===== config.mk =====
export PLATFORM = sky130hd
export DESIGN_NAME = motor_pwm_timer
export DESIGN_NICKNAME = d
export VERILOG_FILES = /design/src/pkg/motor_pwm_pkg.sv /design/src/logic/motor_pwm_timer.sv
export SDC_FILE = /design/constraint.sdc
export NUM_CORES = 1
export LEC_CHECK = 0
export BUFFER_PORTS_ARGS = -buffer_cell sky130_fd_sc_hd__buf_2
export CORE_MARGIN = 3
export CORE_UTILIZATION = 60
export CTS_CLUSTER_SIZE = 28
export DETAILED_ROUTE_END_ITERATION = 8
export MAX_ROUTING_LAYER = met4
export PLACE_DENSITY = 0.79
export SETUP_SLACK_MARGIN = 0.2
export SYNTH_ARGS = -nofsm -noshare
export SYNTH_HDL_FRONTEND = slang
export SYNTH_SLANG_ARGS = --single-unit

===== constraint.sdc =====
create_clock -name clk -period 22.1 [get_ports clk]
set_input_delay 4.42 -clock clk [delete_from_list [all_inputs] [get_ports clk]]
set_output_delay 4.42 -clock clk [all_outputs]
set_load 0.01 [all_outputs]

===== src/pkg/motor_pwm_pkg.sv =====
// constants, field layouts and carrier types of the motor pwm timer
// assumes a 40 MHz system clock and a 32-bit apb register port
package motor_pwm_pkg;
  // system clock rate
  localparam int CLK_HZ = 40_000_000;
  // register indexes; byte address is four times the index
  localparam logic [15:0] IDX_TIMER_CTL = 16'h1002;
  localparam logic [15:0] IDX_PWM_CTL1 = 16'h1003;
  localparam logic [15:0] IDX_OUT_EN = 16'h1004;
  localparam logic [15:0] IDX_POLARITY = 16'h1005;
  localparam logic [15:0] IDX_PER_LOW = 16'h1008;
  localparam logic [15:0] IDX_PER_HIGH = 16'h1009;
  localparam logic [15:0] IDX_DUTY_A_LOW = 16'h100A;
  localparam logic [15:0] IDX_DUTY_A_HIGH = 16'h100B;
  localparam logic [15:0] IDX_DUTY_B_LOW = 16'h100C;
  localparam logic [15:0] IDX_DUTY_B_HIGH = 16'h100D;
  localparam logic [15:0] IDX_DUTY_C_LOW = 16'h100E;
  localparam logic [15:0] IDX_DUTY_C_HIGH = 16'h100F;
  localparam logic [15:0] IDX_DELAY_A = 16'h1010;
  localparam logic [15:0] IDX_DELAY_B = 16'h1011;
  localparam logic [15:0] IDX_DELAY_C = 16'h1012;
  localparam logic [15:0] IDX_COMPARE = 16'h1013;
  localparam logic [15:0] IDX_CAPTURE = 16'h1014;
  localparam logic [15:0] IDX_COUNTER = 16'h1015;
  // reset values
  localparam logic [7:0] RST_ZERO = 8'h00;
  localparam logic [7:0] RST_PER_LOW = 8'hFF;
  localparam logic [7:0] RST_DUTY_LOW = 8'h7F;
  localparam logic [7:0] RST_COMPARE = 8'hFF;
  // widths
  localparam int PWM_W = 10;
  localparam int NUM_CH = 3;
  localparam int NUM_OUT = 6;
  // clock select code that is reserved in the 8-bit timer mode
  localparam logic [3:0] CLK_SEL_RESERVED = 4'hF;
  // dead time bound in timer clocks: 16 steps of 8; the largest delay reached is 15 steps of 8, 120
  localparam int DT_MAX_TICKS = 128;

  // timer control register layout
  typedef struct packed {
    logic wide_mode;
    logic op_mode_select;
    logic count_continue;
    logic count_start;
    logic [3:0] clk_sel;
  } tctl_s;

  // pwm control one layout
  typedef struct packed {
    logic pwm_mode_enable;
    logic external_sync_enable;
    logic up_down_count_enable;
    logic pwm_halt;
    logic immediate_update;
    logic tie_all_duties;
    logic [1:0] dead_time_prescale;
  } ctl1_s;

  // output enable control layout, enables ordered aa ab ba bb ca cb
  typedef struct packed {
    logic force_all_from_a;
    logic spare;
    logic [5:0] out_enable;
  } oen_s;

  // polarity control layout, polarities ordered aa ab ba bb ca cb
  typedef struct packed {
    logic hiz_clear;
    logic b_side_disable_level;
    logic [5:0] out_polarity;
  } pol_s;

  // direction of the pwm counter
  typedef enum logic {DIR_UP, DIR_DOWN} dir_e;
endpackage


===== src/logic/motor_pwm_timer.sv =====
// eight-bit timer with a ten-bit three-channel six-output motor pwm mode
// assumes an apb master on clk, synchronous pin inputs, one clock domain
//
// Notes on behaviour
// RULE1 - mode bit clear: match toggles output
// RULE2 - mode bit set: capture count into register
// RULE3 - pwm registers act only in pwm mode; the code still lets the polarity bits set the idle pin levels outside it
// RULE4 - period is ten bits, low and high
// RULE5 - three ten-bit duties, low halves reset 7F
// RULE6 - sync disabled ignores blanking; enabled follows it
// RULE7 - no up/down: count up, wrap at period
// RULE8 - up/down: count up then down
// RULE9 - halt holds counter, disables outputs
// RULE10 - deferred update moves holding at period match
// RULE11 - immediate update takes values at once
// RULE12 - dead-time prescale divides by 1,2,4,8
// RULE13 - force-all drives every output from duty A
// RULE14 - one enable bit per output pin
// RULE15 - hi-z clear redrives pins, bit self-clears
// RULE16 - disabled b pin may copy a pin
// RULE17 - a polarity sets start and idle level
// RULE18 - b polarity selects copy or inverse
// RULE19 - four-bit delay per output, rising only
// RULE20 - software writes three timer clocks ahead
// RULE21 - low blanking resets counter and outputs
// RULE22 - up/down doubles effective period and duty
// RULE23 - longest edge delay is 128 timer clocks; the code reaches at most 120
// RULE24 - halves combine in holding before transfer
//
// Register access over APB was decided locally.
`timescale 1ns/1ps
module motor_pwm_timer
  import motor_pwm_pkg::*;
(
  input wire logic clk,
  input wire logic resetn,
  input wire logic psel,
  input wire logic penable,
  input wire logic pwrite,
  input wire logic [17:0] paddr,
  input wire logic [31:0] pwdata,
  output logic [31:0] prdata,
  output logic pready,
  output logic pslverr,
  input wire logic blanking_input,
  input wire logic capture_input,
  input wire logic hiz_request,
  output logic match_toggle_output,
  output logic [5:0] pwm_out,
  output logic [5:0] pwm_oe
);
  // reset release chain
  logic rst_meta;
  logic rst_n;

  // software registers
  logic [7:0] timer_control;
  logic [7:0] pwm_control_one;
  logic [7:0] pwm_output_enable_control;
  logic [7:0] pwm_polarity_control;
  logic [7:0] delay_reg [NUM_CH];
  logic [7:0] compare_data;
  logic [7:0] capture_data;
  // holding and active period / duty values
  logic [PWM_W-1:0] hold_per;
  logic [PWM_W-1:0] act_per;
  logic [PWM_W-1:0] hold_duty [NUM_CH];
  logic [PWM_W-1:0] act_duty [NUM_CH];
  // timer clock prescaler and 8-bit timer state
  logic [15:0] pre_cnt;
  logic [7:0] tmr_cnt;
  logic cap_prev;
  // pwm counter state
  logic [PWM_W-1:0] pwm_cnt;
  dir_e dir;
  // per-output delay state
  logic [6:0] dly_cnt [NUM_OUT];
  logic [NUM_OUT-1:0] wave_prev;

  // field views
  tctl_s tc;
  ctl1_s c1;
  oen_s oe;
  pol_s pc;
  assign tc = tctl_s'(timer_control);
  assign c1 = ctl1_s'(pwm_control_one);
  assign oe = oen_s'(pwm_output_enable_control);
  assign pc = pol_s'(pwm_polarity_control);

  // release reset through two flops
  always_ff @(posedge clk or negedge resetn) begin
    if (!resetn) begin
      rst_meta <= 1'b0;
      rst_n <= 1'b0;
    end else begin
      rst_meta <= 1'b1;
      rst_n <= rst_meta;
    end
  end

  // bus decode; unaligned accesses are refused and never write
  wire setup = psel & ~penable;
  wire aligned = (paddr[1:0] == 2'b00);
  wire wr_en = psel & penable & pready & pwrite & aligned;
  wire [15:0] idx = paddr[17:2];
  wire [7:0] wb = pwdata[7:0];
  wire hit_tctl = idx == IDX_TIMER_CTL;
  wire hit_ctl1 = idx == IDX_PWM_CTL1;
  wire hit_oen = idx == IDX_OUT_EN;
  wire hit_pol = idx == IDX_POLARITY;
  wire hit_perl = idx == IDX_PER_LOW;
  wire hit_perh = idx == IDX_PER_HIGH;
  wire hit_dal = idx == IDX_DUTY_A_LOW;
  wire hit_dah = idx == IDX_DUTY_A_HIGH;
  wire hit_dbl = idx == IDX_DUTY_B_LOW;
  wire hit_dbh = idx == IDX_DUTY_B_HIGH;
  wire hit_dcl = idx == IDX_DUTY_C_LOW;
  wire hit_dch = idx == IDX_DUTY_C_HIGH;
  wire hit_dlya = idx == IDX_DELAY_A;
  wire hit_dlyb = idx == IDX_DELAY_B;
  wire hit_dlyc = idx == IDX_DELAY_C;
  wire hit_cmp = idx == IDX_COMPARE;
  wire hit_cap = idx == IDX_CAPTURE;
  wire hit_cnt = idx == IDX_COUNTER;
  wire hit_any = hit_tctl | hit_ctl1 | hit_oen | hit_pol | hit_perl | hit_perh
               | hit_dal | hit_dah | hit_dbl | hit_dbh | hit_dcl | hit_dch
               | hit_dlya | hit_dlyb | hit_dlyc | hit_cmp | hit_cap | hit_cnt;
  // read-only registers refuse writes
  wire bad_acc = ~aligned | ~hit_any | (pwrite & (hit_cap | hit_cnt));
  // duty writes; writes to duty a also land in b and c when tied
  wire [NUM_CH-1:0] wr_dlow = {hit_dcl | (hit_dal & c1.tie_all_duties),
                               hit_dbl | (hit_dal & c1.tie_all_duties), hit_dal};
  wire [NUM_CH-1:0] wr_dhigh = {hit_dch | (hit_dah & c1.tie_all_duties),
                                hit_dbh | (hit_dah & c1.tie_all_duties), hit_dah};
  wire [NUM_CH-1:0] wr_dly = {hit_dlyc, hit_dlyb, hit_dlya};

  // counter view depends on mode
  wire [7:0] cnt_view = c1.pwm_mode_enable ? pwm_cnt[7:0] : tmr_cnt;
  // read data select; reserved bits read zero
  wire [7:0] rd_byte =
      hit_tctl ? timer_control :
      hit_ctl1 ? pwm_control_one :
      hit_oen ? pwm_output_enable_control :
      hit_pol ? pwm_polarity_control :
      hit_perl ? hold_per[7:0] :
      hit_perh ? {6'b0, hold_per[9:8]} :
      hit_dal ? hold_duty[0][7:0] :
      hit_dah ? {6'b0, hold_duty[0][9:8]} :
      hit_dbl ? hold_duty[1][7:0] :
      hit_dbh ? {6'b0, hold_duty[1][9:8]} :
      hit_dcl ? hold_duty[2][7:0] :
      hit_dch ? {6'b0, hold_duty[2][9:8]} :
      hit_dlya ? delay_reg[0] :
      hit_dlyb ? delay_reg[1] :
      hit_dlyc ? delay_reg[2] :
      hit_cmp ? compare_data :
      hit_cap ? capture_data :
      hit_cnt ? cnt_view : RST_ZERO;

  // apb answer: no wait state, data and status registered in setup
  always_ff @(posedge clk or negedge rst_n) begin
    if (!rst_n) begin
      pready <= 1'b0;
      prdata <= 32'h00000000;
      pslverr <= 1'b0;
    end else begin
      pready <= setup;
      if (setup) begin
        prdata <= pwrite ? 32'h00000000 : {24'h000000, rd_byte};
        pslverr <= bad_acc;
      end else begin
        pslverr <= 1'b0;
      end
    end
  end

  // control register writes; hi-z clear self-clears a cycle later
  always_ff @(posedge clk or negedge rst_n) begin
    if (!rst_n) begin
      timer_control <= RST_ZERO;
      pwm_control_one <= RST_ZERO;
      pwm_output_enable_control <= RST_ZERO;
      pwm_polarity_control <= RST_ZERO;
      compare_data <= RST_COMPARE;
    end else begin
      if (wr_en && hit_tctl) timer_control <= wb;
      if (wr_en && hit_ctl1) pwm_control_one <= wb;
      if (wr_en && hit_oen) pwm_output_enable_control <= wb;
      if (wr_en && hit_cmp) compare_data <= wb;
      if (wr_en && hit_pol) begin
        pwm_polarity_control <= wb;
      end else begin
        pwm_polarity_control[7] <= 1'b0; // [RULE15]
      end
    end
  end

  // timer clock
  // prescaler divides clk by a power of two chosen by clk_sel
  wire [15:0] pre_lim = 16'((32'd1 << tc.clk_sel) - 32'd1);
  wire tick = (pre_cnt >= pre_lim) && (tc.clk_sel != CLK_SEL_RESERVED);

  always_ff @(posedge clk or negedge rst_n) begin
    if (!rst_n) begin
      pre_cnt <= 16'h0000;
    end else begin
      pre_cnt <= tick ? 16'h0000 : pre_cnt + 16'h0001;
    end
  end

  // 8-bit timer / capture
  wire tmr_run = ~c1.pwm_mode_enable & tc.count_start & tc.count_continue;
  wire tmr_match = tmr_run & tick & (tmr_cnt == compare_data);
  wire cap_edge = capture_input & ~cap_prev;
  wire tmr_restart = wr_en & hit_tctl & wb[4];

  // counter clears on match and on a start write
  always_ff @(posedge clk or negedge rst_n) begin
    if (!rst_n) begin
      tmr_cnt <= RST_ZERO;
      match_toggle_output <= 1'b0;
      capture_data <= RST_ZERO;
      cap_prev <= 1'b0;
    end else begin
      cap_prev <= capture_input;
      if (tmr_restart) begin
        tmr_cnt <= RST_ZERO;
      end else if (tmr_match) begin
        tmr_cnt <= RST_ZERO;
      end else if (tmr_run && tick) begin
        tmr_cnt <= tmr_cnt + 8'h01;
      end
      // toggle only in the timer/counter mode
      if (tmr_match && !tc.op_mode_select) begin
        match_toggle_output <= ~match_toggle_output; // [RULE1]
      end
      // capture mode latches the running count
      if (tc.op_mode_select && cap_edge && !c1.pwm_mode_enable) begin
        capture_data <= tmr_cnt; // [RULE2]
      end
    end
  end

  // pwm counter
  // blanking acts only while external sync is on
  wire blanked = c1.external_sync_enable & ~blanking_input; // [RULE6]
  wire pwm_on = c1.pwm_mode_enable; // [RULE3]
  wire pwm_run = pwm_on & ~c1.pwm_halt & ~blanked;
  wire at_top = pwm_cnt >= act_per;
  // period match moves holding values in the deferred mode
  wire per_match = pwm_run & tick & at_top;
  wire load_act = c1.immediate_update | per_match; // [RULE10] [RULE11]

  // counter: reset by blanking or mode off, held by halt
  always_ff @(posedge clk or negedge rst_n) begin
    if (!rst_n) begin
      pwm_cnt <= '0;
      dir <= DIR_UP;
    end else if (!pwm_on || blanked) begin
      pwm_cnt <= '0; // [RULE21]
      dir <= DIR_UP;
    end else if (c1.pwm_halt) begin
      pwm_cnt <= pwm_cnt; // [RULE9]
    end else if (tick) begin
      if (!c1.up_down_count_enable) begin
        dir <= DIR_UP;
        pwm_cnt <= at_top ? '0 : pwm_cnt + 10'd1; // [RULE7]
      end else begin
        // up then down gives twice the programmed period
        case (dir)
          DIR_UP: begin
            if (at_top) begin
              dir <= DIR_DOWN; // [RULE8] [RULE22]
              pwm_cnt <= (pwm_cnt == '0) ? '0 : pwm_cnt - 10'd1;
            end else begin
              pwm_cnt <= pwm_cnt + 10'd1;
            end
          end
          DIR_DOWN: begin
            if (pwm_cnt == '0) begin
              dir <= DIR_UP;
              pwm_cnt <= 10'd1;
            end else begin
              pwm_cnt <= pwm_cnt - 10'd1;
            end
          end
          default: begin
            dir <= DIR_UP;
          end
        endcase
      end
    end
  end

  // period holding and active copies
  always_ff @(posedge clk or negedge rst_n) begin
    if (!rst_n) begin
      hold_per <= {2'b00, RST_PER_LOW};
      act_per <= {2'b00, RST_PER_LOW};
    end else begin
      if (wr_en && hit_perl) hold_per[7:0] <= wb; // [RULE4]
      if (wr_en && hit_perh) hold_per[9:8] <= wb[1:0];
      // whole value moves at once, never half of it
      if (load_act) act_per <= hold_per; // [RULE24]
    end
  end

  // per channel duty holding, active copy and delay register
  genvar ch;
  generate
    for (ch = 0; ch < NUM_CH; ch++) begin : g_ch
      always_ff @(posedge clk or negedge rst_n) begin
        if (!rst_n) begin
          hold_duty[ch] <= {2'b00, RST_DUTY_LOW}; // [RULE5]
          act_duty[ch] <= {2'b00, RST_DUTY_LOW};
          delay_reg[ch] <= RST_ZERO;
        end else begin
          if (wr_en && wr_dlow[ch]) hold_duty[ch][7:0] <= wb;
          if (wr_en && wr_dhigh[ch]) hold_duty[ch][9:8] <= wb[1:0];
          if (wr_en && wr_dly[ch]) delay_reg[ch] <= wb;
          if (load_act) act_duty[ch] <= hold_duty[ch]; // [RULE24]
        end
      end
    end
  endgenerate

  // output stage
  // raw channel waves; force-all takes every channel from duty a
  logic [NUM_CH-1:0] raw;
  logic [NUM_OUT-1:0] wave;
  logic [NUM_OUT-1:0] next_pin;
  logic [NUM_OUT-1:0] idle_lvl;
  logic [NUM_OUT-1:0] en;
  logic [NUM_OUT-1:0] pol;
  logic [3:0] dly [NUM_OUT];

  genvar o;
  generate
    for (o = 0; o < NUM_OUT; o++) begin : g_out
      // bit order of the control registers runs aa first from bit 5
      assign en[o] = oe.out_enable[NUM_OUT-1-o]; // [RULE14]
      assign pol[o] = pc.out_polarity[NUM_OUT-1-o];
      // a side in upper nibble, b side in lower
      assign dly[o] = (o % 2 == 0) ? delay_reg[o/2][7:4] : delay_reg[o/2][3:0];
      if (o % 2 == 0) begin : g_a
        assign raw[o/2] = pwm_cnt < (oe.force_all_from_a ? act_duty[0]
                                                          : act_duty[o/2]); // [RULE13]
        // a side starts high unless inverted; idles at its polarity
        assign wave[o] = pol[o] ? ~raw[o/2] : raw[o/2]; // [RULE17]
        assign idle_lvl[o] = pol[o];
      end else begin : g_b
        // b side copies or inverts the a side wave
        assign wave[o] = pol[o] ? ~wave[o-1] : wave[o-1]; // [RULE18]
        assign idle_lvl[o] = pc.b_side_disable_level ? next_pin[o-1]
                                                      : pol[o]; // [RULE16]
      end

      // rising edge of the wave loads the delay, falling passes at once
      wire rise = wave[o] & ~wave_prev[o];
      // delay length in timer ticks: nibble scaled by 1, 2, 4 or 8
      wire [6:0] dly_len = {3'b000, dly[o]} << c1.dead_time_prescale; // [RULE12] [RULE23]
      wire held = (dly_cnt[o] != 7'h00) | (rise & (dly[o] != 4'h0));
      wire live = pwm_run & en[o];
      assign next_pin[o] = live ? (wave[o] & ~held) : idle_lvl[o]; // [RULE19]

      always_ff @(posedge clk or negedge rst_n) begin
        if (!rst_n) begin
          wave_prev[o] <= 1'b0;
          dly_cnt[o] <= 7'h00;
          pwm_out[o] <= 1'b0;
        end else begin
          wave_prev[o] <= live & wave[o];
          if (!live) begin
            dly_cnt[o] <= 7'h00;
          end else if (rise) begin
            // the rise cycle itself is the first held cycle
            dly_cnt[o] <= (dly_len == 7'h00) ? 7'h00 : dly_len - 7'h01;
          end else if (tick && dly_cnt[o] != 7'h00) begin
            dly_cnt[o] <= dly_cnt[o] - 7'h01;
          end
          pwm_out[o] <= next_pin[o];
        end
      end
    end
  endgenerate

  // pin drive: a fault request floats the pins, the clear bit redrives
  always_ff @(posedge clk or negedge rst_n) begin
    if (!rst_n) begin
      pwm_oe <= 6'h3F;
    end else if (hiz_request) begin
      pwm_oe <= 6'h00;
    end else if (pc.hiz_clear) begin
      pwm_oe <= 6'h3F; // [RULE15]
    end
  end

endmodule // motor_pwm_timer


==> key figures <==
Run status
  • Status: finished, final reports clean

Worst setup path
  • Startpoint class of the critical path: primary input
  • Worst-path fanout max: 20
  • CP Data Arrival Time: 7390 ps
  • WS Path Type: in -> reg
  • CP Capture Type: register
  • Worst reg2reg path endpoint: act_duty[7]
  • Reg2Reg Depth: 16
  • Worst EP required: 22,530 ps
  • Worst r2r src: tc[1]
  • Setup slack, reg-to-reg: 16,710 ps

Place
  • Buffers added on ports: 56
  • GPL Wtd Cong: 1.003
  • DP HPWL: 33.41 mm
  • Dpl cell area: 0.01732 sq mm

Worst hold path
  • Hold path startpoint: rst_meta
  • Hold Path End: rst_n
  • Worst Hold Depth: 0
  • HP Class: reg -> reg

Logic synthesis
  • Synthesized flop and latch total: 256
  • Main flop type after synthesis: dfrtp_1
  • Post-synth cell types: 92
  • Register area share after synthesis: 0.3812
  • Synthesized area per cell: 9.479 sq um
  • Largest family of logic cells by synthesized area: compound AO/OA/AOI/OAI gates
  • Syn Std Cell Area: 0.01702 sq mm
  • Synth area leader: dfrtp_1
  • Most area-consuming cells after synthesis: dfrtp_1, dfstp_2, mux2_2, ha_1, nor2_1
  • Post-Synth XOR/XNOR Area: 0.03579
  • Syn Inst Count: 1,796
  • Synth top area share: 0.2778
  • Synth Area in Compound Gates: 0.1708
  • Post-synth EDFFs: 0
  • Synth Area in Adders: 0.05586
  • Mux cell area share after synthesis: 0.1374
  • Ys async rst share: 1.000
  • Synth warn: 0
  • Synth Area in Simple Gates: 0.1636

Power
  • Power Dens Cells: 58.19 mW/mm^2
  • Power share of the sequential group: 0.458
  • Clock network power share: 0.468
  • Internal power: 0.7994 mW
  • Switching fraction of total power: 0.2493
  • Peak supply drop: 72.20 uV
  • NetSw: 0.2654 mW
  • P_leak: 7.846 nW
  • Overall power: 1.065 mW
  • Combinational power share: 0.074

Final layout
  • Commonest non-fill, non-tap cell in the layout: dfrtp_1
  • Max reg flops: 42
  • Synth-to-Final Area Change: 7.497%
  • Final nets: 1,915
  • Top Registers: dly_cnt (42), act_duty (30), hold_duty (30)
  • Final Core Density: 0.6569
  • Commonest cells after routing, fill and taps aside: dfrtp_1, nor2_1, mux2_2
  • Antenna cells: 0
  • Post-route cell area: 0.01830 sq mm
  • Ratio of cells with drive above 1 in the final layout: 0.2158
  • Most flops, register: dly_cnt

CTS
  • Post-CTS Resized: 0
  • H-tree levels: 1
  • Worst-Skew Late Latency: 560 ps
  • Clock transition at path regs: 60 ps
  • Setup bufs post-CTS: 0
  • Clock buffer count from CTS: 28
  • Sink Count: 256
  • Clk buf depth: 3
  • CTS tree: done
  • Cts-stage hold buffer count: 0
  • Root Driver: clkbuf_16

GRT
  • Initial antenna violation count: 0
  • GRT Resource Usage Total: 0.3218
  • Grt ovf: 0
  • Pin count of the biggest net entering global routing: 178
  • Vias in the first global route: 13,420
  • Global-route wire length before repair: 76.29 mm

Timing
  • FMAX: 143.6 MHz
  • Final min period: 6964 ps
  • Final period util: 0.3151
  • Worst slew pin tran: 1261 ps
  • Max Slew Vio Count: 0
  • Post-route clock skew: 27.36 ps
  • Hold violation total from the final report: 0
  • RSZ-0062 raised after global routing: no
  • Setup TNS Final: 0 ps
  • Final setup vio count: 0
  • Slew HR: 0.1590

Route
  • DR iter-0 viols: 1,361
  • DR WL/cell: 22.13 um
  • DRC: 0
  • Routed WL: 48.27 mm
  • First drt pass iteration count: 5
  • Post-DRT Antenna Nets: 0
  • Total number of vias: 14,360
  • DR vias/cell: 6.583

Die
  • Die X: 174.4 um
  • I/O Pins: 105
  • Core area: 0.02786 sq mm
  • Num rows: 61
  • Die Y: 174.4 um
  • DIE AREA: 0.03043 sq mm
  • Initial core utilization: 0.6111

Flow run
  • Max Cap Viol: 0
## cells in the mapped netlist, types with 19 or more instances
cell type	instances
a211oi_1	27
ha_1	76
dfstp_2	67
xnor2_1	39
nor3_1	37
xor2_1	28
buf_4	29
nand3_1	58
or3_1	21
dfrtp_1	189
a22oi_1	19
buf_2	21
mux2_2	152
mux2i_1	59
nor2_1	159
a31oi_1	28
and3_1	20
o22ai_1	34
or2_2	20
nand2_1	95
o21ai_0	103
a21oi_1	86
inv_1	65
clkbuf_1	68
## logic make-up after synthesis
family | after synthesis
fa+ha+maj | 76
simple gates | 535
compound gates | 441
flops | 256
xor+xnor | 68
buf+inv | 205
other cells | 2
mux | 213
## final cells by class
| cell class | instances | area, sq um |
|---|---|---|
| Clock buffer | 41 | 842.1 |
| Clock inverter | 11 | 140.1 |
| Fill cell | 2209 | 9558 |
| Inverter | 67 | 251.5 |
| Multi-Input combinational cell | 1359 | 9707 |
| Sequential cell | 256 | 6496 |
| Tap cell | 378 | 473.0 |
| Timing Repair Buffer | 69 | 390.4 |
## metrics by stage
stage | setup WS, ps | instances | hold WS (ps)
3_3_place_gp | 14690 | 2129 | 345.2
2_1_floorplan | 14550 | 1820 | 331.2
3_5_place_dp | 14700 | 2129 | 335.5
4_1_cts | 15270 | 2181 | 361.5
6_report | 15140 | 2181 | 359.7
5_1_grt | 14850 | 2181 | 375.0
## power groups by stage
stage	Combinational, mW	Sequential, mW	Clock, mW
2_1_floorplan	0.0480	0.500	0
3_3_place_gp	0.0763	0.495	0
3_5_place_dp	0.0788	0.495	0
4_1_cts	0.0788	0.488	0.503
5_1_grt	0.0873	0.489	0.524
6_report	0.0787	0.488	0.499
## routing by layer
layer / vias up / share of wire / track usage
met5: - / 0 / -
met4: 0 / 0.042 / 0.1247
met3: 114 / 0.082 / 0.03866
met2: 671 / 0.46 / 0.4869
met1: 7056 / 0.42 / 0.4461
li1: 6516 / - / -
## critical path, stage by stage
cell and delay [ps]:
buf_2 100, nor4_1 430, nand4_1 500, nor2_1 1070, nand2_1 480, mux2_2 390
## worst max-delay path by stage
stage | start | end | slack, ps | cells past startpoint
after floorplan | rst_n | act_duty[17] | 14550 | 0
after global placement | paddr[7] | c1[0] | 14690 | 6
after detailed placement | paddr[11] | c1[1] | 14700 | 6
after CTS | paddr[15] | hold_duty[7] | 15270 | 7
after global routing | paddr[7] | c1[5] | 14850 | 6
final | paddr[7] | c1[1] | 15140 | 6
(Power assumes the default switching activity.)
